[src/logic/tpo_defs.svh]
// Purpose: constants of the 16-bit pulse timer (offsets, fields, counts)
// Assumes: included by bare name; AHB-Lite word registers
// Notes:   definitions only
`ifndef TPO_DEFS_SVH
`define TPO_DEFS_SVH

// ----------------------------------------------------------------
// register byte offsets
// ----------------------------------------------------------------
`define TPO_OFF_COUNT   8'h00
`define TPO_OFF_CYCLE   8'h04
`define TPO_OFF_DUTY    8'h08
`define TPO_OFF_MODE    8'h0c
`define TPO_OFF_CAPCMP  8'h10
`define TPO_OFF_OUTCTL  8'h14
`define TPO_OFF_PRESC   8'h18

// ----------------------------------------------------------------
// fields
// ----------------------------------------------------------------
`define TPO_OVF_BIT     0
`define TPO_RUN_LSB     2
`define TPO_RUN_MSB     3
`define TPO_CRC_MSB     2
`define TPO_OE_BIT      0
`define TPO_LVR_BIT     2
`define TPO_LVS_BIT     3
`define TPO_OSE_BIT     5
`define TPO_OSPT_BIT    6
`define TPO_CKS_LSB     0
`define TPO_CKS_MSB     1
`define TPO_ES_LSB      4
`define TPO_ES_MSB      5

// ----------------------------------------------------------------
// encodings and counts
// ----------------------------------------------------------------
`define TPO_ES_FALL     2'h0
`define TPO_ES_RISE     2'h1
`define TPO_ES_BOTH     2'h3
`define TPO_CKS_DIV1    2'h0
`define TPO_CKS_DIV4    2'h1
`define TPO_CKS_DIV256  2'h2
`define TPO_LIM_DIV1    8'h00
`define TPO_LIM_DIV4    8'h03
`define TPO_LIM_DIV256  8'hff
`define TPO_LIM_DIV16   8'h0f
`define TPO_CNT_MAX     16'hffff
`define TPO_CNT_ZERO    16'h0000
`define TPO_CNT_ONE     16'h0001
`define TPO_HSIZE_WORD  3'h2
`define TPO_RST_WORD    32'h0000_0000

`endif

[src/logic/tpo_pkg.sv]
// Purpose: types of the 16-bit pulse timer
// Assumes: nothing
// Notes:   run mode values follow the two mode bits
package tpo_pkg;

    typedef enum logic [1:0]
    {
        TPO_RUN_STOP = 2'h0,
        TPO_RUN_EDGE = 2'h1,
        TPO_RUN_FREE = 2'h2,
        TPO_RUN_CYC  = 2'h3
    } tpo_run_t;

    typedef enum logic [2:0]
    {
        TPO_OS_IDLE   = 3'h1,
        TPO_OS_ARMED  = 3'h2,
        TPO_OS_ACTIVE = 3'h4
    } tpo_os_t;

endpackage

[src/logic/tpo_pin_sync.sv]
// Purpose: trigger pin synchroniser with agreement filter and edges
// Assumes: pin is asynchronous to core_clk_i
// Notes:   level moves only when stages two and three agree
`timescale 1ns/1ps
`default_nettype none

module tpo_pin_sync (
    input  wire logic core_clk_i,
    input  wire logic rst_i,
    input  wire logic pin_i,
    output logic      level_o,
    output logic      rise_o,
    output logic      fall_o
);

    logic s1;
    logic s2;
    logic s3;
    logic agree;

    // ----------------------------------------------------------------
    // three stages; s1 feeds s2 only
    // ----------------------------------------------------------------
    always_ff @(posedge core_clk_i or posedge rst_i)
    begin
        if (rst_i)
        begin
            s1 <= 1'b0;
            s2 <= 1'b0;
            s3 <= 1'b0;
            level_o <= 1'b0;
        end
        else
        begin
            s1 <= pin_i;
            s2 <= s1;
            s3 <= s2;
            if (agree)
            begin
                level_o <= s3;
            end
        end
    end

    assign agree = (s2 == s3);
    assign rise_o = agree && s3 && !level_o;
    assign fall_o = agree && !s3 && level_o;

endmodule // tpo_pin_sync

`default_nettype wire

[src/logic/tpo_timer.sv]
// Purpose: 16-bit timer with PPG and one-shot pulse output, AHB-Lite slave
// Assumes: single word transfers; zero wait states
// Notes:   compare registers are write/read words; counter is read only
`timescale 1ns/1ps
`default_nettype none
`include "tpo_defs.svh"

module tpo_timer (
    input  wire logic         core_clk_i,
    input  wire logic         rst_i,
    input  wire logic         hsel_i,
    input  wire logic [31:0]  haddr_i,
    input  wire logic [1:0]   htrans_i,
    input  wire logic         hwrite_i,
    input  wire logic [2:0]   hsize_i,
    input  wire logic [31:0]  hwdata_i,
    input  wire logic         hready_i,
    output logic      [31:0]  hrdata_o,
    output logic              hreadyout_o,
    output logic              hresp_o,
    input  wire logic         trigger_input_pin_i,
    output logic              pulse_output_pin_o,
    output logic              cycle_match_irq_o,
    output logic              duty_match_irq_o,
    output tpo_pkg::tpo_run_t run_mode_o
);
    import tpo_pkg::*;

    logic [15:0] up_counter;
    logic [15:0] cycle_compare_reg;
    logic [15:0] duty_compare_reg;
    tpo_run_t    run_mode;
    logic        overflow_flag;
    logic [2:0]  capcmp_control_reg;
    logic        out_en;
    logic        os_en;
    logic [1:0]  clk_sel;
    logic [1:0]  edge_sel;
    logic [7:0]  div_cnt;
    logic [7:0]  div_lim;
    logic        tick;
    logic        addr_ok;
    logic        dp_wr;
    logic        dp_rd_cnt;
    logic [7:0]  dp_addr;
    logic [31:0] next_rdata;
    logic        running;
    logic        count_step;
    logic        wrapped;
    tpo_os_t     os_state;
    logic        out_lvl;
    logic        pin_rise;
    logic        pin_fall;
    logic        ext_edge;
    logic        sw_trig;
    logic        trig;
    logic        wr_ctl;
    logic        wr_mode;
    logic        cyc_hit;
    logic        duty_hit;
    logic        cyc_match;
    logic        duty_match;
    logic        start_match;
    logic        end_match;

    function automatic logic hit(input logic [7:0] a, input logic [7:0] off);
        hit = (a == off);
    endfunction

    // ----------------------------------------------------------------
    // trigger pin
    // ----------------------------------------------------------------
    tpo_pin_sync u_sync (
        .core_clk_i (core_clk_i),
        .rst_i      (rst_i),
        .pin_i      (trigger_input_pin_i),
        .level_o    (),
        .rise_o     (pin_rise),
        .fall_o     (pin_fall)
    );

    // ----------------------------------------------------------------
    // bus slave
    // ----------------------------------------------------------------
    assign hreadyout_o = 1'b1;
    assign hresp_o = 1'b0;
    assign addr_ok = hsel_i && htrans_i[1] && hready_i;

    always_ff @(posedge core_clk_i or posedge rst_i)
    begin
        if (rst_i)
        begin
            dp_wr <= 1'b0;
            dp_rd_cnt <= 1'b0;
            dp_addr <= 8'h00;
        end
        else
        begin
            dp_wr <= addr_ok && hwrite_i && (hsize_i == `TPO_HSIZE_WORD);
            dp_rd_cnt <= addr_ok && !hwrite_i && hit(haddr_i[7:0], `TPO_OFF_COUNT);
            dp_addr <= haddr_i[7:0];
        end
    end

    // reading the counter returns it and swallows a tick in its data phase; nothing is captured
    always_comb
    begin
        next_rdata = `TPO_RST_WORD;
        case (haddr_i[7:0])
            `TPO_OFF_COUNT:  next_rdata[15:0] = up_counter;
            `TPO_OFF_CYCLE:  next_rdata[15:0] = cycle_compare_reg;
            `TPO_OFF_DUTY:   next_rdata[15:0] = duty_compare_reg;
            `TPO_OFF_MODE:
            begin
                next_rdata[`TPO_RUN_MSB:`TPO_RUN_LSB] = run_mode;
                next_rdata[`TPO_OVF_BIT] = overflow_flag;
            end
            `TPO_OFF_CAPCMP: next_rdata[`TPO_CRC_MSB:0] = capcmp_control_reg;
            `TPO_OFF_OUTCTL:
            begin
                // level and trigger bits are never stored, so read zero
                next_rdata[`TPO_OE_BIT] = out_en;
                next_rdata[`TPO_OSE_BIT] = os_en;
            end
            `TPO_OFF_PRESC:
            begin
                next_rdata[`TPO_CKS_MSB:`TPO_CKS_LSB] = clk_sel;
                next_rdata[`TPO_ES_MSB:`TPO_ES_LSB] = edge_sel;
            end
            default:         next_rdata = `TPO_RST_WORD;
        endcase
    end

    always_ff @(posedge core_clk_i or posedge rst_i)
    begin
        if (rst_i)
        begin
            hrdata_o <= `TPO_RST_WORD;
        end
        else if (addr_ok && !hwrite_i)
        begin
            hrdata_o <= next_rdata;
        end
    end

    assign wr_ctl = dp_wr && hit(dp_addr, `TPO_OFF_OUTCTL);
    assign wr_mode = dp_wr && hit(dp_addr, `TPO_OFF_MODE);

    // ----------------------------------------------------------------
    // configuration registers
    // ----------------------------------------------------------------
    // compare values survive a stop here, but are not promised to
    always_ff @(posedge core_clk_i or posedge rst_i)
    begin
        if (rst_i)
        begin
            cycle_compare_reg <= `TPO_CNT_ZERO;
            duty_compare_reg <= `TPO_CNT_ZERO;
            run_mode <= TPO_RUN_STOP;
            capcmp_control_reg <= 3'h0;
            out_en <= 1'b0;
            os_en <= 1'b0;
            clk_sel <= 2'h0;
            edge_sel <= 2'h0;
        end
        else if (dp_wr)
        begin
            case (dp_addr)
                `TPO_OFF_CYCLE:  cycle_compare_reg <= hwdata_i[15:0];
                `TPO_OFF_DUTY:   duty_compare_reg <= hwdata_i[15:0];
                `TPO_OFF_MODE:   run_mode <= tpo_run_t'(hwdata_i[`TPO_RUN_MSB:`TPO_RUN_LSB]);
                `TPO_OFF_CAPCMP: capcmp_control_reg <= hwdata_i[`TPO_CRC_MSB:0];
                `TPO_OFF_OUTCTL:
                begin
                    out_en <= hwdata_i[`TPO_OE_BIT];
                    os_en <= hwdata_i[`TPO_OSE_BIT];
                end
                `TPO_OFF_PRESC:
                begin
                    clk_sel <= hwdata_i[`TPO_CKS_MSB:`TPO_CKS_LSB];
                    edge_sel <= hwdata_i[`TPO_ES_MSB:`TPO_ES_LSB];
                end
                default:         run_mode <= run_mode;
            endcase
        end
    end

    assign run_mode_o = run_mode;
    assign running = (run_mode != TPO_RUN_STOP);

    // ----------------------------------------------------------------
    // prescaler
    // ----------------------------------------------------------------
    // free running, so a start lands anywhere inside a count period
    always_comb
    begin
        case (clk_sel)
            `TPO_CKS_DIV1:   div_lim = `TPO_LIM_DIV1;
            `TPO_CKS_DIV4:   div_lim = `TPO_LIM_DIV4;
            `TPO_CKS_DIV256: div_lim = `TPO_LIM_DIV256;
            default:         div_lim = `TPO_LIM_DIV16;
        endcase
    end

    assign tick = (div_cnt >= div_lim);

    always_ff @(posedge core_clk_i or posedge rst_i)
    begin
        if (rst_i)
        begin
            div_cnt <= 8'h00;
        end
        else if (tick)
        begin
            div_cnt <= 8'h00;
        end
        else
        begin
            div_cnt <= div_cnt + 8'h01;
        end
    end

    // ----------------------------------------------------------------
    // triggers and matches
    // ----------------------------------------------------------------
    // a count read in its data phase swallows that tick
    assign count_step = running && tick && !dp_rd_cnt;

    always_comb
    begin
        case (edge_sel)
            `TPO_ES_FALL: ext_edge = pin_fall;
            `TPO_ES_RISE: ext_edge = pin_rise;
            `TPO_ES_BOTH: ext_edge = pin_rise || pin_fall;
            default:      ext_edge = 1'b0;
        endcase
    end

    // trigger bit ignored outside one-shot mode
    assign sw_trig = wr_ctl && hwdata_i[`TPO_OSPT_BIT] && os_en && running;
    // pin edges stay live in software one-shot mode too
    assign trig = sw_trig
               || (running && ext_edge && (os_en || run_mode == TPO_RUN_EDGE));

    // a zero compare value only matches once the count has wrapped
    assign cyc_hit = (up_counter == cycle_compare_reg)
                  && !(cycle_compare_reg == `TPO_CNT_ZERO && !wrapped);
    assign duty_hit = (up_counter == duty_compare_reg)
                   && !(duty_compare_reg == `TPO_CNT_ZERO && !wrapped);
    assign cyc_match = count_step && cyc_hit && !trig;
    assign duty_match = count_step && duty_hit && !trig;

    // with duty above cycle the two edges swap roles
    assign start_match = (duty_compare_reg < cycle_compare_reg) ? duty_match : cyc_match;
    assign end_match = (duty_compare_reg < cycle_compare_reg) ? cyc_match : duty_match;

    // ----------------------------------------------------------------
    // counter and overflow
    // ----------------------------------------------------------------
    always_ff @(posedge core_clk_i or posedge rst_i)
    begin
        if (rst_i)
        begin
            up_counter <= `TPO_CNT_ZERO;
        end
        else if (!running)
        begin
            up_counter <= `TPO_CNT_ZERO;
        end
        else if (trig)
        begin
            up_counter <= `TPO_CNT_ZERO;
        end
        else if (count_step)
        begin
            if (run_mode == TPO_RUN_CYC && cyc_hit)
            begin
                up_counter <= `TPO_CNT_ZERO;
            end
            else
            begin
                // a compare below the count waits for the wrap
                up_counter <= up_counter + `TPO_CNT_ONE;
            end
        end
    end

    always_ff @(posedge core_clk_i or posedge rst_i)
    begin
        if (rst_i)
        begin
            wrapped <= 1'b0;
        end
        else if (!running)
        begin
            wrapped <= 1'b0;
        end
        else if (count_step && up_counter == `TPO_CNT_MAX)
        begin
            wrapped <= 1'b1;
        end
    end

    // set beats a clear written in the same cycle
    always_ff @(posedge core_clk_i or posedge rst_i)
    begin
        if (rst_i)
        begin
            overflow_flag <= 1'b0;
        end
        else if (count_step && up_counter == `TPO_CNT_MAX && !trig)
        begin
            overflow_flag <= 1'b1;
        end
        else if (wr_mode)
        begin
            overflow_flag <= hwdata_i[`TPO_OVF_BIT];
        end
    end

    // ----------------------------------------------------------------
    // one-shot sequencer
    // ----------------------------------------------------------------
    always_ff @(posedge core_clk_i or posedge rst_i)
    begin
        if (rst_i)
        begin
            os_state <= TPO_OS_IDLE;
        end
        else if (!running || !os_en)
        begin
            os_state <= TPO_OS_IDLE;
        end
        else if (trig)
        begin
            os_state <= TPO_OS_ARMED;
        end
        else
        begin
            case (os_state)
                TPO_OS_IDLE:   os_state <= TPO_OS_IDLE;
                TPO_OS_ARMED:
                begin
                    if (start_match)
                    begin
                        os_state <= TPO_OS_ACTIVE;
                    end
                end
                TPO_OS_ACTIVE:
                begin
                    if (end_match)
                    begin
                        os_state <= TPO_OS_IDLE;
                    end
                end
                default:       os_state <= TPO_OS_IDLE;
            endcase
        end
    end

    // ----------------------------------------------------------------
    // output level
    // ----------------------------------------------------------------
    // a retrigger mid-pulse drops the level and restarts
    always_ff @(posedge core_clk_i or posedge rst_i)
    begin
        if (rst_i)
        begin
            out_lvl <= 1'b0;
        end
        else if (wr_ctl && hwdata_i[`TPO_LVS_BIT])
        begin
            out_lvl <= 1'b1;
        end
        else if (wr_ctl && hwdata_i[`TPO_LVR_BIT])
        begin
            out_lvl <= 1'b0;
        end
        else if (os_en)
        begin
            if (trig)
            begin
                out_lvl <= 1'b0;
            end
            else if (os_state == TPO_OS_ARMED && start_match)
            begin
                out_lvl <= 1'b1;
            end
            else if (os_state == TPO_OS_ACTIVE && end_match)
            begin
                out_lvl <= 1'b0;
            end
        end
        else if (run_mode == TPO_RUN_CYC)
        begin
            if (cyc_match)
            begin
                out_lvl <= 1'b1;
            end
            else if (duty_match)
            begin
                out_lvl <= 1'b0;
            end
        end
    end

    always_ff @(posedge core_clk_i or posedge rst_i)
    begin
        if (rst_i)
        begin
            pulse_output_pin_o <= 1'b0;
            cycle_match_irq_o <= 1'b0;
            duty_match_irq_o <= 1'b0;
        end
        else
        begin
            pulse_output_pin_o <= out_en && out_lvl;
            cycle_match_irq_o <= cyc_match;
            duty_match_irq_o <= duty_match;
        end
    end
endmodule // tpo_timer

`default_nettype wire

[config.mk]
export PLATFORM = sky130hd
export DESIGN_NAME = tpo_timer
export DESIGN_NICKNAME = d
export VERILOG_FILES = /design/src/logic/tpo_pkg.sv /design/src/logic/tpo_pin_sync.sv /design/src/logic/tpo_timer.sv
export VERILOG_INCLUDE_DIRS = /design/src /design/src/logic
export SDC_FILE = /design/constraint.sdc
export NUM_CORES = 1
export LEC_CHECK = 0
export BUFFER_PORTS_ARGS = -buffer_cell sky130_fd_sc_hd__buf_2
export CAP_MARGIN = 10
export CORE_MARGIN = 5
export CORE_UTILIZATION = 56
export CTS_CLUSTER_DIAMETER = 120
export DETAILED_ROUTE_END_ITERATION = 8
export GPL_TIMING_DRIVEN = 0
export PLACE_DENSITY_LB_ADDON = 0.3
export SETUP_SLACK_MARGIN = 0.5
export SLEW_MARGIN = 10
export SYNTH_ARGS = -nofsm -noshare
export SYNTH_HDL_FRONTEND = slang
export SYNTH_SLANG_ARGS = --single-unit
[constraint.sdc]
create_clock -name core_clk_i -period 4.16 [get_ports core_clk_i]
set_input_delay 0.832 -clock core_clk_i [delete_from_list [all_inputs] [get_ports core_clk_i]]
set_output_delay 0.832 -clock core_clk_i [all_outputs]
set_load 0.01 [all_outputs]
# ---- Word level (Yosys, flattened, before mapping)
# Cells that the tools add are included.
dict set report totals {
  ff_bits 106
  out_inout_bits 39
  word_cells 159
}
dict set report classes {
  addsub 2
  order_cmp 2
  eq_ne 30
  n_mux 34
  reduce_logical 66
}
# operator n
set ops {}
lappend ops {{two-way mux 16 bit} 4}
lappend ops {{== test 8 x 5 -> 1 bit (second input constant)} 6}
lappend ops {{logical AND 1 bit} 35}
lappend ops {{== test 16 bit} 2}
lappend ops {{== test 8 x 4 -> 1 bit (second input constant)} 4}
lappend ops {{logical NOT 16 bit} 2}
lappend ops {{one-hot mux 10 bit (3 select lines)} 1}
lappend ops {{one-hot mux 8 bit (3 select lines)} 1}
lappend ops {{adder 16 x 1 -> 16 bit (second input constant)} 1}
lappend ops {{== test 16 bit (second input constant)} 1}
lappend ops {{== test 8 x 3 -> 1 bit (second input constant)} 2}
lappend ops {{less-than comparator 16 bit} 1}
lappend ops {{two-way mux 1 bit} 15}
lappend ops {{one-hot mux 1 bit (5 select lines)} 3}
lappend ops {{AND reduction 2 bit} 7}
lappend ops {{two-way mux 3 bit} 4}
lappend ops {{logical NOT 1 bit} 10}
lappend ops {{adder 8 x 1 -> 8 bit (second input constant)} 1}
lappend ops {{>= comparator 8 bit} 1}
lappend ops {{logical NOT 8 bit} 1}
lappend ops {{two-way mux 8 bit} 1}
lappend ops {{inequality test 4 bit (second input constant)} 2}
lappend ops {{one-hot mux 1 bit (4 select lines)} 2}
lappend ops {{one-hot mux 1 bit (7 select lines)} 1}
lappend ops {{other kinds (16)} 26}

# ---- Longest topological paths before layout
# Gate-level depths: netlist (run 1).
dict set report logic_depth {
  ltp_word 18
  mapped_depth 10
  ltp_nobuf 9
}

# ---- Hierarchy
# A second synthesis (run 1) with hierarchy kept.
dict set report unflattened {
  hier_cells 610
  area_unflattened_um2 6094.6
}
# mod n_inst cells_per_inst area_each_um2 seq_area_each_um2
set modules_own_cells {}
lappend modules_own_cells {tpo_timer 1 598 5930.7 2553.7}
lappend modules_own_cells {tpo_pin_sync 1 12 163.9 100.1}

# ---- Worst setup path before layout (run 1)
# No wires, ideal clock.
dict set report synth_timing {
  path_kind {reg2reg}
  from {register clk_sel[1]}
  to {register out_lvl}
  setup_ns 0.124
  arrival_time_ns 2.412
  t_required_ns 4.036
  path_slack_ns 1.624
  stages_incl_launch_ff 10
  n_path_buf 0
  period_less_slack_ns 2.536
  cell_sequence {dfrtp_1 > or2_2 > ha_1 > nand2b_1 > a2111oi_2 > o32ai_2 > and4bb_2 > a22oi_1 > nor2_1 > a211o_1}
}
dict set report synth_via {
  elab_chain_len 14
  word_cells_on_any_way 25
}
# item line
set synth_rtl {}
lappend synth_rtl {{start: declaration} tpo_timer.sv:37} ;# logic [1:0] clk_sel;
lappend synth_rtl {{start signal: assignment} tpo_timer.sv:180} ;# clk_sel <= hwdata_i[`TPO_CKS_MSB:`TPO_CKS_LSB];
lappend synth_rtl {{== test 2 bit, or another cell as far along} tpo_timer.sv:197} ;# case (clk_sel)
lappend synth_rtl {{one-hot mux 8 bit (3 select lines) (*)} tpo_timer.sv:197}
lappend synth_rtl {{>= comparator 8 bit (*)} tpo_timer.sv:205} ;# assign tick = (div_cnt >= div_lim);
lappend synth_rtl {{logical AND 1 bit (*) (2 in series)} tpo_timer.sv:227} ;# assign count_step = running && tick && !dp_rd_cnt;
lappend synth_rtl {{logical AND 1 bit (on tied branches) (2 in series)} {tpo_timer.sv:250, tpo_timer.sv:251}}
lappend synth_rtl {{two-way mux 1 bit} tpo_timer.sv:254} ;# assign start_match = (duty_compare_reg < cycle_compare_reg) ? duty_match : cyc_match;
lappend synth_rtl {{logical AND 1 bit} tpo_timer.sv:385} ;# else if (os_state == TPO_OS_ARMED && start_match)
lappend synth_rtl {{two-way mux 1 bit} tpo_timer.sv:385}
lappend synth_rtl {{two-way mux 1 bit} tpo_timer.sv:381} ;# if (trig)
lappend synth_rtl {{two-way mux 1 bit} tpo_timer.sv:379} ;# else if (os_en)
lappend synth_rtl {{two-way mux 1 bit} tpo_timer.sv:375} ;# else if (wr_ctl && hwdata_i[`TPO_LVR_BIT])
lappend synth_rtl {{two-way mux 1 bit} tpo_timer.sv:371} ;# else if (wr_ctl && hwdata_i[`TPO_LVS_BIT])
lappend synth_rtl {{end signal: assignment} tpo_timer.sv:373} ;# out_lvl <= 1'b1;
lappend synth_rtl {{end signal: assignment} tpo_timer.sv:377} ;# out_lvl <= 1'b0;
lappend synth_rtl {{end signal: assignment} tpo_timer.sv:383} ;# out_lvl <= 1'b0;
lappend synth_rtl {{end: declaration} tpo_timer.sv:51} ;# logic out_lvl;
# Every way passes the cells marked *; elsewhere a longest branch is shown, timed or not. The select of a mux whose other input is x is not followed.
# A chain may end at the register's enable or synchronous reset.

# ---- Worst setup path in the final report (run 1)
dict set report layout_timing {
  from {register clk_sel[1]}
  to {register up_counter[12]}
}
dict set report layout_via {
  elab_chain_len 6
  word_cells_on_any_way 8
}
# item line
set layout_rtl {}
lappend layout_rtl {{== test 2 bit, or another cell as far along} tpo_timer.sv:197}
lappend layout_rtl {{one-hot mux 8 bit (3 select lines) (*)} tpo_timer.sv:197}
lappend layout_rtl {{>= comparator 8 bit (*)} tpo_timer.sv:205}
lappend layout_rtl {{logical AND 1 bit (*) (2 in series)} tpo_timer.sv:227}
lappend layout_rtl {{inequality test 3 x 1 -> 1 bit (no line) (*)} --}
lappend layout_rtl {{end signal: assignment} tpo_timer.sv:264} ;# up_counter <= `TPO_CNT_ZERO;
lappend layout_rtl {{end signal: assignment} tpo_timer.sv:268} ;# up_counter <= `TPO_CNT_ZERO;
lappend layout_rtl {{end signal: assignment} tpo_timer.sv:272} ;# up_counter <= `TPO_CNT_ZERO;
lappend layout_rtl {{end: declaration} tpo_timer.sv:29} ;# logic [15:0] up_counter;
# Every way passes the cells marked *; elsewhere a longest branch is shown, timed or not.

==> results.sh, run 1 <==
export IMPL_crit_buf_inv=1
export IMPL_floorplan_initialDensity_pct=57.2
export IMPL_place_port_buffers=54
export IMPL_worstMarginPinSlew_ns=1.01
export IMPL_synth_edff_count=0
export IMPL_routabilityCongestion=0.976
export IMPL_nFillCells=858
export IMPL_yosys_top_cells_count="105 x sky130_fd_sc_hd__dfrtp_1, 66 x sky130_fd_sc_hd__nand2_1, 52 x sky130_fd_sc_hd__o21ai_0"
export IMPL_finalClockSkew_ns=0.0104
export IMPL_overflow_left_after_global_routing=0
export IMPL_clock_root_buffer="sky130_fd_sc_hd__clkbuf_8"
export IMPL_crit_path_end_kind="register"
export IMPL_design_die_area_sq_um=13300
export IMPL_p_leak_nw=3.45
export IMPL_antenna_found_initial=0
export IMPL_post_cts_repair_setup_buffers=0
export IMPL_worstPathCellList="or2_2 -> ha_1 -> nand2b_1 -> a2111oi_2 -> o32ai_2 -> a211oi_1 -> clkbuf_1 -> o21ai_0 -> o31ai_1"
export IMPL_utilization_pct=64.1
export IMPL_synthMostInstantiatedCell="sky130_fd_sc_hd__dfrtp_1"
export IMPL_cts_buffers=9
export IMPL_synthFlopType="sky130_fd_sc_hd__dfrtp_1"
export IMPL_cts_tree="done"
export IMPL_floorplan_io_pins=114
export IMPL_clock_transition_at_path_regs_ns=0.10
export IMPL_ys_warn_count=0
export IMPL_finalHoldViolCount=0
export IMPL_route_final_wire_length_um=15600
export IMPL_chipHeight_um=115
export IMPL_final_min_period_over_clock_period_pct=70.0
export IMPL_core_area_sq_um=10800
export IMPL_all_layer_global_routing_usage_pct=24.4
export IMPL_postCtsResizedCells=0
export IMPL_critPathSlowestCell="sky130_fd_sc_hd__a2111oi_2"
export IMPL_n_antenna_cell=0
export IMPL_dr_first_iter_drc_count=393
export IMPL_die_width_um=115
export IMPL_ctsHtreeMaxLevel=3
export IMPL_dr_total_vias=5049
export IMPL_holdCritPathClass="reg2reg"
export IMPL_final_layout_size_suffix_gt1_share_pct=21.5
export IMPL_critical_path_launch_point_type="register"
export IMPL_timing_hold_ws_ns=0.360
export IMPL_worst_path_max_fanout=10
export IMPL_rows=38
export IMPL_drt_vias_per_instance=5.86
export IMPL_syn_avg_cell_area_sq_um=9.77
export IMPL_hpwlAfterDp_um=11800
export IMPL_number_of_global_route_vias_before_repair=5057
export IMPL_drc=0
export IMPL_netlist_instances=634
export IMPL_cell_family_with_most_cp_delay="compound AO/OA/AOI/OAI gates"
export IMPL_clkLatencyLatePin_ns=0.39
export IMPL_clock_tree_buffer_depth=2
export IMPL_yosysTopAreaCell="sky130_fd_sc_hd__dfrtp_1"
export IMPL_power_per_cell_area_nw_per_um2=301
export IMPL_ys_top_cells_by_area="sky130_fd_sc_hd__dfrtp_1 42%, sky130_fd_sc_hd__ha_1 5.5%, sky130_fd_sc_hd__mux2_2 5.5%, sky130_fd_sc_hd__xor2_1 5.1%, sky130_fd_sc_hd__o21ai_0 4.2%"
export IMPL_ys_seq_elements=106
export IMPL_area_growth_syn_to_layout_pct=12.2
export IMPL_setup_worst_path_class="reg2reg"
export IMPL_post_synth_top_area_fraction_pct=42.4
export IMPL_drt_first_pass_iters=5
export IMPL_placedInstanceArea_sq_um=6730
export IMPL_cts_hold_repair_buffers=0
export IMPL_crit_path_max_incr_delay_ns=0.44
export IMPL_grt_pass1_wl_um=25300
export IMPL_largest_net_degree_at_the_start_of_global_routing=68
export IMPL_design_area_sq_um=6950
export IMPL_setup_viol_count_final=0
export IMPL_post_synth_num_cell_types=73
export IMPL_max_slew_margin_pct=32.2
export IMPL_finalWorstPathRequiredPeriod_ns=2.91
export IMPL_cts_num_sinks=106
export IMPL_layout_net_count=818
export IMPL_netlist_area_sq_um=6200
export IMPL_rsz0062_at_grt="no"
export IMPL_run_status="finished, final reports clean"
export IMPL_finalMaxSlewViolations=0
export IMPL_vdd_drop_max_mv=0.229
export IMPL_maxClockFrequency_ghz=0.343
export IMPL_route_antenna_remaining_nets=0
export IMPL_ffs_w_async_s_r_synth_pct=100
export IMPL_wl_per_cell_um=18.1
export IMPL_worst_endpoint_arrival_ns=3.20
export IMPL_yosysSeqAreaShare_pct=42.8
export IMPL_worst_ep_required_time_ns=4.45
export IMPL_max_cap_viol=0
==> cells in the final DEF (no fill, tap or decap), types with 3 or more instances in the layout <==
cell and count:
sky130_fd_sc_hd__a21o_1 3, sky130_fd_sc_hd__a21oi_1 23, sky130_fd_sc_hd__a221oi_1 3, sky130_fd_sc_hd__a22oi_1 4, sky130_fd_sc_hd__a31oi_1 5, sky130_fd_sc_hd__and2_1 6
sky130_fd_sc_hd__and3_1 7, sky130_fd_sc_hd__buf_2 60, sky130_fd_sc_hd__buf_4 19, sky130_fd_sc_hd__buf_6 4, sky130_fd_sc_hd__clkbuf_1 19, sky130_fd_sc_hd__clkbuf_8 10
sky130_fd_sc_hd__conb_1 18, sky130_fd_sc_hd__dfrtp_1 105, sky130_fd_sc_hd__ha_1 27, sky130_fd_sc_hd__inv_1 28, sky130_fd_sc_hd__mux2_2 30, sky130_fd_sc_hd__mux2i_1 13
sky130_fd_sc_hd__nand2_1 66, sky130_fd_sc_hd__nand2b_1 9, sky130_fd_sc_hd__nand3_1 15, sky130_fd_sc_hd__nand4_1 9, sky130_fd_sc_hd__nor2_1 38, sky130_fd_sc_hd__nor2b_1 3
sky130_fd_sc_hd__nor3_1 12, sky130_fd_sc_hd__nor4_1 14, sky130_fd_sc_hd__nor4_2 3, sky130_fd_sc_hd__o211ai_1 3, sky130_fd_sc_hd__o21a_1 4, sky130_fd_sc_hd__o21ai_0 52
sky130_fd_sc_hd__o21ai_1 4, sky130_fd_sc_hd__o31ai_1 6, sky130_fd_sc_hd__or2_2 4, sky130_fd_sc_hd__xor2_1 36
==> layout make-up <==
| type | count | area, sq um | area share, % |
|---|---|---|---|
| multi-input cells | 465 | 3200 | 46.0 |
| flip-flops and latches | 106 | 2650 | 38.2 |
| repair buffers | 55 | 298 | 4.28 |
| plain buffers | 50 | 298 | 4.28 |
| well taps | 140 | 175 | 2.52 |
| clock buffers | 11 | 141 | 2.03 |
| inverters | 29 | 111 | 1.60 |
| clock inverters | 5 | 77.6 | 1.12 |
==> metrics by stage <==
| stage | std cells | total power, mW | worst slack (ns) | TNS [ns] |
|---|---|---|---|---|
| global route | 861 | 2.18 | 1.06 | 0 |
| CTS | 861 | 2.10 | 1.26 | 0 |
| floorplan | 650 | 1.32 | 0.541 | 0 |
| global placement | 844 | 1.38 | -0.546 | -56.58 |
| finish | 861 | 2.09 | 1.25 | 0 |
| detailed placement | 845 | 1.41 | 1.21 | 0 |
==> power by group <==
part	total, mW	leakage (nW)	switching (mW)	internal (mW)
clock	0.706	0.109	0.352	0.354
sequential	1.11	1.34	0.0425	1.07
combinational	0.274	2.00	0.159	0.115
==> worst paths after layout <==
check / start / end / slack [ns] / cells past startpoint
max in group asynchronous: rst_i / os_state[0] / 2.96 / 3
hold reg to reg: u_sync.s1 / u_sync.s2 / 0.36 / 0
setup reg to reg: clk_sel[1] / up_counter[12] / 1.25 / 9
hold / removal: u_sync.s1 / u_sync.s2 / 0.36 / 0
min in group asynchronous: rst_i / div_cnt[3] / 0.47 / 2
setup / recovery: clk_sel[1] / up_counter[12] / 1.25 / 9
==> layer usage <==
layer	track usage [%]	vias up	share of wire, %
met5	0	-	0
met4	10.5	0	3.0
met3	4.37	35	6.4
met2	39.5	185	47
met1	32.4	2442	43
li1	-	2387	-
==> kinds of logic (layout without fill, tap and decap cells) <==
kind of cell             after synthesis  in the layout  share of synthesized area [%]
AND/OR/NAND/NOR                      205            205                           17.7
AO/OA/AOI/OAI                        134            134                           14.4
flip-flops                           106            106                           42.8
buffers and inverters                 79            150                           6.56
multiplexers                          43             43                           7.55
XOR/XNOR                              38             38                           5.37
adder cells (fa/ha/maj)               27             27                           5.45
other                                  2             18                          0.121
Power figures use the tool's default switching activity.
==> run 2, diff against run 1 <==
--- a/config.mk
+++ b/config.mk
@@ -9,7 +9,7 @@
 export BUFFER_PORTS_ARGS = -buffer_cell sky130_fd_sc_hd__buf_2
 export CAP_MARGIN = 10
 export CORE_MARGIN = 5
-export CORE_UTILIZATION = 56
+export CORE_UTILIZATION = 51
 export CTS_CLUSTER_DIAMETER = 120
 export DETAILED_ROUTE_END_ITERATION = 8
 export GPL_TIMING_DRIVEN = 0
==> constraint.sdc (replaced) <==
create_clock -name core_clk_i -period 2.4 [get_ports core_clk_i]
set_input_delay 0.48 -clock core_clk_i [delete_from_list [all_inputs] [get_ports core_clk_i]]
set_output_delay 0.48 -clock core_clk_i [all_outputs]
set_load 0.01 [all_outputs]
==> results.sh, run 2 (same netlist as run 1, synthesis figures left out) <==
export IMPL_max_slew_margin_pct=34.8
export IMPL_critical_path_launch_point_type="register"
export IMPL_design_die_area_sq_um=14500
export IMPL_hpwlAfterDp_um=12300
export IMPL_finalMaxSlewViolations=0
export IMPL_all_layer_global_routing_usage_pct=23.4
export IMPL_place_port_buffers=54
export IMPL_placedInstanceArea_sq_um=6830
export IMPL_cts_buffers=9
export IMPL_hold_depth=1
export IMPL_cts_num_sinks=106
export IMPL_worst_r2r_cell_count=10
export IMPL_reg2reg_from="clk_sel[1]"
export IMPL_drt_first_pass_iters=5
export IMPL_holdCritPathClass="in2reg"
export IMPL_clock_root_buffer="sky130_fd_sc_hd__clkbuf_16"
export IMPL_core_area_sq_um=12000
export IMPL_worst_ep_required_time_ns=2.63
export IMPL_totalNegativeSetupSlack_ns=-1.19
export IMPL_floorplan_initialDensity_pct=51.8
export IMPL_max_cap_viol=0
export IMPL_finalClockSkew_ns=0.00606
export IMPL_route_antenna_remaining_nets=0
export IMPL_power_per_cell_area_nw_per_um2=545
export IMPL_setup_worst_path_class="reg2reg"
export IMPL_overflow_left_after_global_routing=0
export IMPL_layout_net_count=834
export IMPL_die_width_um=120
export IMPL_worst_endpoint_arrival_ns=2.73
export IMPL_worstMarginPinSlew_ns=0.970
export IMPL_largest_net_degree_at_the_start_of_global_routing=40
export IMPL_p_leak_nw=3.68
export IMPL_failed_checks="negative setup slack"
export IMPL_dr_total_vias=5234
export IMPL_layout_setup_ws_ns=-0.101
export IMPL_drc=0
export IMPL_number_of_global_route_vias_before_repair=5084
export IMPL_cts_tree="done"
export IMPL_route_final_wire_length_um=16800
export IMPL_floorplan_io_pins=114
export IMPL_rsz0062_at_grt="yes"
export IMPL_finalWorstPathRequiredPeriod_ns=2.50
export IMPL_maxClockFrequency_ghz=0.400
export IMPL_wl_per_cell_um=19.0
export IMPL_vdd_drop_max_mv=0.375
export IMPL_ctsHtreeMaxLevel=3
export IMPL_crit_path_end_kind="register"
export IMPL_drt_vias_per_instance=5.93
export IMPL_clock_tree_buffer_depth=2
export IMPL_antenna_found_initial=0
export IMPL_n_antenna_cell=0
export IMPL_layout_cells_most_common="sky130_fd_sc_hd__dfrtp_1"
export IMPL_worst_path_max_fanout=6
export IMPL_multi_input_area_sq_um=3510
export IMPL_holdCritStartpoint="trigger_input_pin_i"
export IMPL_whs_endpoint="u_sync.s1"
export IMPL_rows=40
export IMPL_routabilityCongestion=0.947
export IMPL_dr_first_iter_drc_count=476
export IMPL_clkLatencyLatePin_ns=0.36
export IMPL_cts_hold_repair_buffers=0
export IMPL_register_area_sq_um=2660
export IMPL_most_common_layout_cells="101 x sky130_fd_sc_hd__dfrtp_1, 65 x sky130_fd_sc_hd__nand2_1, 61 x sky130_fd_sc_hd__buf_2, 37 x sky130_fd_sc_hd__nor2_1, 36 x sky130_fd_sc_hd__xor2_1"
export IMPL_final_min_period_over_clock_period_pct=104
export IMPL_design_area_sq_um=7570
export IMPL_finalHoldViolCount=0
export IMPL_nFillCells=974
export IMPL_regToRegSetupSlack_ns=-0.10
export IMPL_chipHeight_um=120
export IMPL_grt_pass1_wl_um=26600
export IMPL_regToRegEndpoint="up_counter[10]"
export IMPL_clock_transition_at_path_regs_ns=0.07
export IMPL_area_growth_syn_to_layout_pct=22.1
export IMPL_run_status="complete, but fails checks"
export IMPL_final_layout_size_suffix_gt1_share_pct=30.0
export IMPL_setup_viol_count_final=20
## run 2: final cells by class
cell class | instances | area share [%]
sequential | 106 | 35.1
multi-input combinational | 465 | 46.4
timing repair buffer | 71 | 6.02
clock buffer | 10 | 3.03
inverter | 29 | 1.49
tap | 147 | 2.43
buffer | 50 | 4.48
clock inverter | 5 | 1.04
## run 2: worst max-delay path, stage by stage (launching register included)
cell	delay (ns)
sky130_fd_sc_hd__dfrtp_2	0.44
sky130_fd_sc_hd__or2_4	0.28
sky130_fd_sc_hd__ha_4	0.22
sky130_fd_sc_hd__nand2b_4	0.14
sky130_fd_sc_hd__a2111oi_4	0.36
sky130_fd_sc_hd__o32ai_4	0.15
sky130_fd_sc_hd__buf_6	0.14
sky130_fd_sc_hd__a211o_4	0.31
sky130_fd_sc_hd__nand2_4	0.13
sky130_fd_sc_hd__buf_8	0.13
sky130_fd_sc_hd__o31ai_1	0.07
## run 2: worst max path at each step
stage	startpoint	endpoint	slack, ns
floorplan	clk_sel[0]	out_lvl	0.06
global placement	clk_sel[0]	out_lvl	-0.18
detailed placement	clk_sel[0]	out_lvl	-0.24
CTS	clk_sel[0]	up_counter[12]	-0.12
global route	clk_sel[1]	up_counter[2]	-0.16
finish	clk_sel[1]	up_counter[10]	-0.10
## run 2: timing repair
action | 4_1_cts | 5_1_grt
buffers inserted | 7 | 7
gates cloned | 0 | 1
setup endpoints to repair | 84 | 75
pin swaps | 8 | 18
resized for setup | 44 | 41
## run 2: through the flow
stage	utilization, %	instances	worst slack (ns)	hold WS (ns)	power [mW]
finish	63.3	883	-0.101	0.226	4.12
global route	63.3	883	-0.163	0.224	4.29
CTS	61.3	875	-0.116	0.216	4.12
detailed placement	57.1	853	-0.238	0.336	2.52
global placement	56.8	851	-0.180	0.338	2.49
floorplan	-	650	0.0562	0.331	2.37
## run 2: routing by layer
| layer | GRT usage [%] | vias up | wire length [um] | share of wire (%) |
|---|---|---|---|---|
| li1 | - | 2420 | - | - |
| met1 | 31.4 | 2564 | 7170 | 43 |
| met2 | 37.9 | 209 | 8020 | 48 |
| met3 | 4.35 | 41 | 1170 | 7.0 |
| met4 | 8.64 | 0 | 452 | 2.7 |
| met5 | 0 | - | 0 | 0 |
## run 2: power breakdown
group          total [mW]  switching (mW)  internal [mW]
Sequential           1.94          0.0791           1.86
Clock                1.57           0.661          0.909
Combinational       0.617           0.326          0.290
Total                4.12            1.07           3.06
==> run 3, diff against run 2 <==
--- a/config.mk
+++ b/config.mk
@@ -8,8 +8,10 @@
 export LEC_CHECK = 0
 export BUFFER_PORTS_ARGS = -buffer_cell sky130_fd_sc_hd__buf_2
 export CAP_MARGIN = 10
+export CELL_PAD_IN_SITES_DETAIL_PLACEMENT = 1
+export CELL_PAD_IN_SITES_GLOBAL_PLACEMENT = 1
 export CORE_MARGIN = 5
-export CORE_UTILIZATION = 51
+export CORE_UTILIZATION = 39
 export CTS_CLUSTER_DIAMETER = 120
 export DETAILED_ROUTE_END_ITERATION = 8
 export GPL_TIMING_DRIVEN = 0
==> results.sh, run 3 (same netlist as run 1, synthesis figures left out) <==
export IMPL_crit_path_max_incr_delay_ns=0.43
export IMPL_setup_viol_count_final=21
export IMPL_n_antenna_cell=0
export IMPL_max_slew_margin_pct=57.2
export IMPL_finalWorstPathRequiredPeriod_ns=2.52
export IMPL_floorplan_io_pins=114
export IMPL_placedInstanceArea_sq_um=6940
export IMPL_place_port_buffers=54
export IMPL_totalPowerFinal_mw=4.35
export IMPL_chipHeight_um=136
export IMPL_vdd_drop_max_mv=0.351
export IMPL_final_layout_size_suffix_gt1_share_pct=34.3
export IMPL_floorplan_initialDensity_pct=39.4
export IMPL_area_growth_syn_to_layout_pct=29.4
export IMPL_most_common_layout_cells="101 x sky130_fd_sc_hd__dfrtp_1, 65 x sky130_fd_sc_hd__nand2_1, 59 x sky130_fd_sc_hd__buf_2, 40 x sky130_fd_sc_hd__buf_4"
export IMPL_route_antenna_remaining_nets=0
export IMPL_design_die_area_sq_um=18500
export IMPL_number_of_global_route_vias_before_repair=5709
export IMPL_failed_checks="negative setup slack"
export IMPL_routabilityCongestion=0.914
export IMPL_layout_net_count=852
export IMPL_hpwlAfterDp_um=14600
export IMPL_cts_num_sinks=106
export IMPL_clkLatencyLatePin_ns=0.36
export IMPL_final_min_period_over_clock_period_pct=105
export IMPL_p_leak_nw=3.83
export IMPL_finalClockSkew_ns=0.00982
export IMPL_design_area_sq_um=8020
export IMPL_max_cap_viol=0
export IMPL_setup_worst_path_class="reg2reg"
export IMPL_wl_per_cell_um=21.0
export IMPL_critical_path_launch_point_type="register"
export IMPL_dr_first_iter_drc_count=257
export IMPL_worstMarginPinSlew_ns=0.634
export IMPL_route_final_wire_length_um=20400
export IMPL_largest_net_degree_at_the_start_of_global_routing=33
export IMPL_cts_tree="done"
export IMPL_layout_cells_most_common="sky130_fd_sc_hd__dfrtp_1"
export IMPL_final_cell_count_no_fill=971
export IMPL_rsz0062_at_grt="yes"
export IMPL_drt_first_pass_iters=4
export IMPL_core_area_sq_um=15700
export IMPL_drt_vias_per_instance=5.39
export IMPL_power_per_cell_area_nw_per_um2=543
export IMPL_placed_cells=923
export IMPL_cts_hold_repair_buffers=0
export IMPL_drc=0
export IMPL_worst_endpoint_arrival_ns=2.79
export IMPL_cts_buffers=9
export IMPL_run_status="complete, but fails checks"
export IMPL_overflow_left_after_global_routing=0
export IMPL_layout_setup_ws_ns=-0.121
export IMPL_worst_ep_required_time_ns=2.67
export IMPL_rows=46
export IMPL_finalMaxSlewViolations=0
export IMPL_grt_pass1_wl_um=31600
export IMPL_worstPathCellList="or2_4 -> inv_1 -> ha_4 -> a2111oi_4 -> o32ai_4 -> buf_6 -> a211o_4 -> nand2_1 -> o211ai_1 -> o31ai_4"
export IMPL_all_layer_global_routing_usage_pct=22.3
export IMPL_critPathSlowestCell="sky130_fd_sc_hd__a2111oi_4"
export IMPL_totalNegativeSetupSlack_ns=-1.80
export IMPL_finalHoldViolCount=0
export IMPL_maxClockFrequency_ghz=0.397
export IMPL_die_width_um=136
export IMPL_clock_root_buffer="sky130_fd_sc_hd__clkbuf_16"
export IMPL_crit_path_end_kind="register"
export IMPL_ctsHtreeMaxLevel=3
export IMPL_dr_total_vias=5233
export IMPL_clock_tree_buffer_depth=2
export IMPL_worst_path_max_fanout=6
export IMPL_antenna_found_initial=0
export IMPL_holdCritPathClass="in2async"
export IMPL_timing_hold_ws_ns=0.180
export IMPL_clock_transition_at_path_regs_ns=0.08
-- run 3: cell count changes in the layout (fill, tap and decap cells not counted), sizes merged --
cell and delta:
inv -1, buf +17, clkbuf +3, bufinv -1
clkinvlp +1
-- run 3: path summary, 6_finish.rpt --
check,from,endpoint,slack [ns],cells after the start
max,clk_sel[1],up_counter[13],-0.12,10
min,rst_i,up_counter[10],0.18,2
max reg2reg,clk_sel[1],up_counter[13],-0.12,10
min reg2reg,u_sync.s1,u_sync.s2,0.36,0
max in group asynchronous,rst_i,dp_addr[5],1.48,4
min in group core_clk_i,trigger_input_pin_i,u_sync.s1,0.23,1
-- run 3: per-layer routing --
| layer | global-route usage, % | part of all wire, % |
|---|---|---|
| met5 | 0 | 0 |
| met1 | 27.7 | 41 |
| met2 | 39.3 | 53 |
| met4 | 6.33 | 1.9 |
| met3 | 4.44 | 4.3 |
-- run 3: repair_timing --
action | in CTS | in global routing
gates cloned | 2 | 0
setup endpoints to repair | 84 | 70
resized for setup | 65 | 73
pin swaps | 19 | 17
setup buffers | 18 | 12
-- run 3: power by group --
group          total (mW)  leakage (nW)  internal [mW]  switching (mW)
clock network        1.52         0.143          0.839           0.679
logic               0.888          2.36          0.443           0.445
registers            1.94          1.33           1.86          0.0875
total                4.35          3.83           3.14            1.21
-- run 3: metrics by stage --
step	worst slack (ns)	utilization, %
after floorplan	0.0562	-
after global placement	-0.284	43.8
after detailed placement	-0.352	44.1
after CTS	-0.147	48.9
after global routing	-0.220	51.0
final	-0.121	51.0
-- run 3: final cells by class --
class,count,area [sq um]
clock inverters,4,51.3
clock buffers,12,246
well taps,216,270
repair buffers,89,632
flip-flops and latches,106,2660
multi-input cells,465,3680
inverters,29,113
plain buffers,50,365
fillers,1761,7700
-- run 3: worst max-delay path: cells and delay by family, from the launching register on --
kind | cells | cell delay, ns
buf+inv | 2 | 0.25
fa+ha+maj | 1 | 0.21
simple gates | 2 | 0.39
flops | 1 | 0.40
compound gates | 5 | 1.16
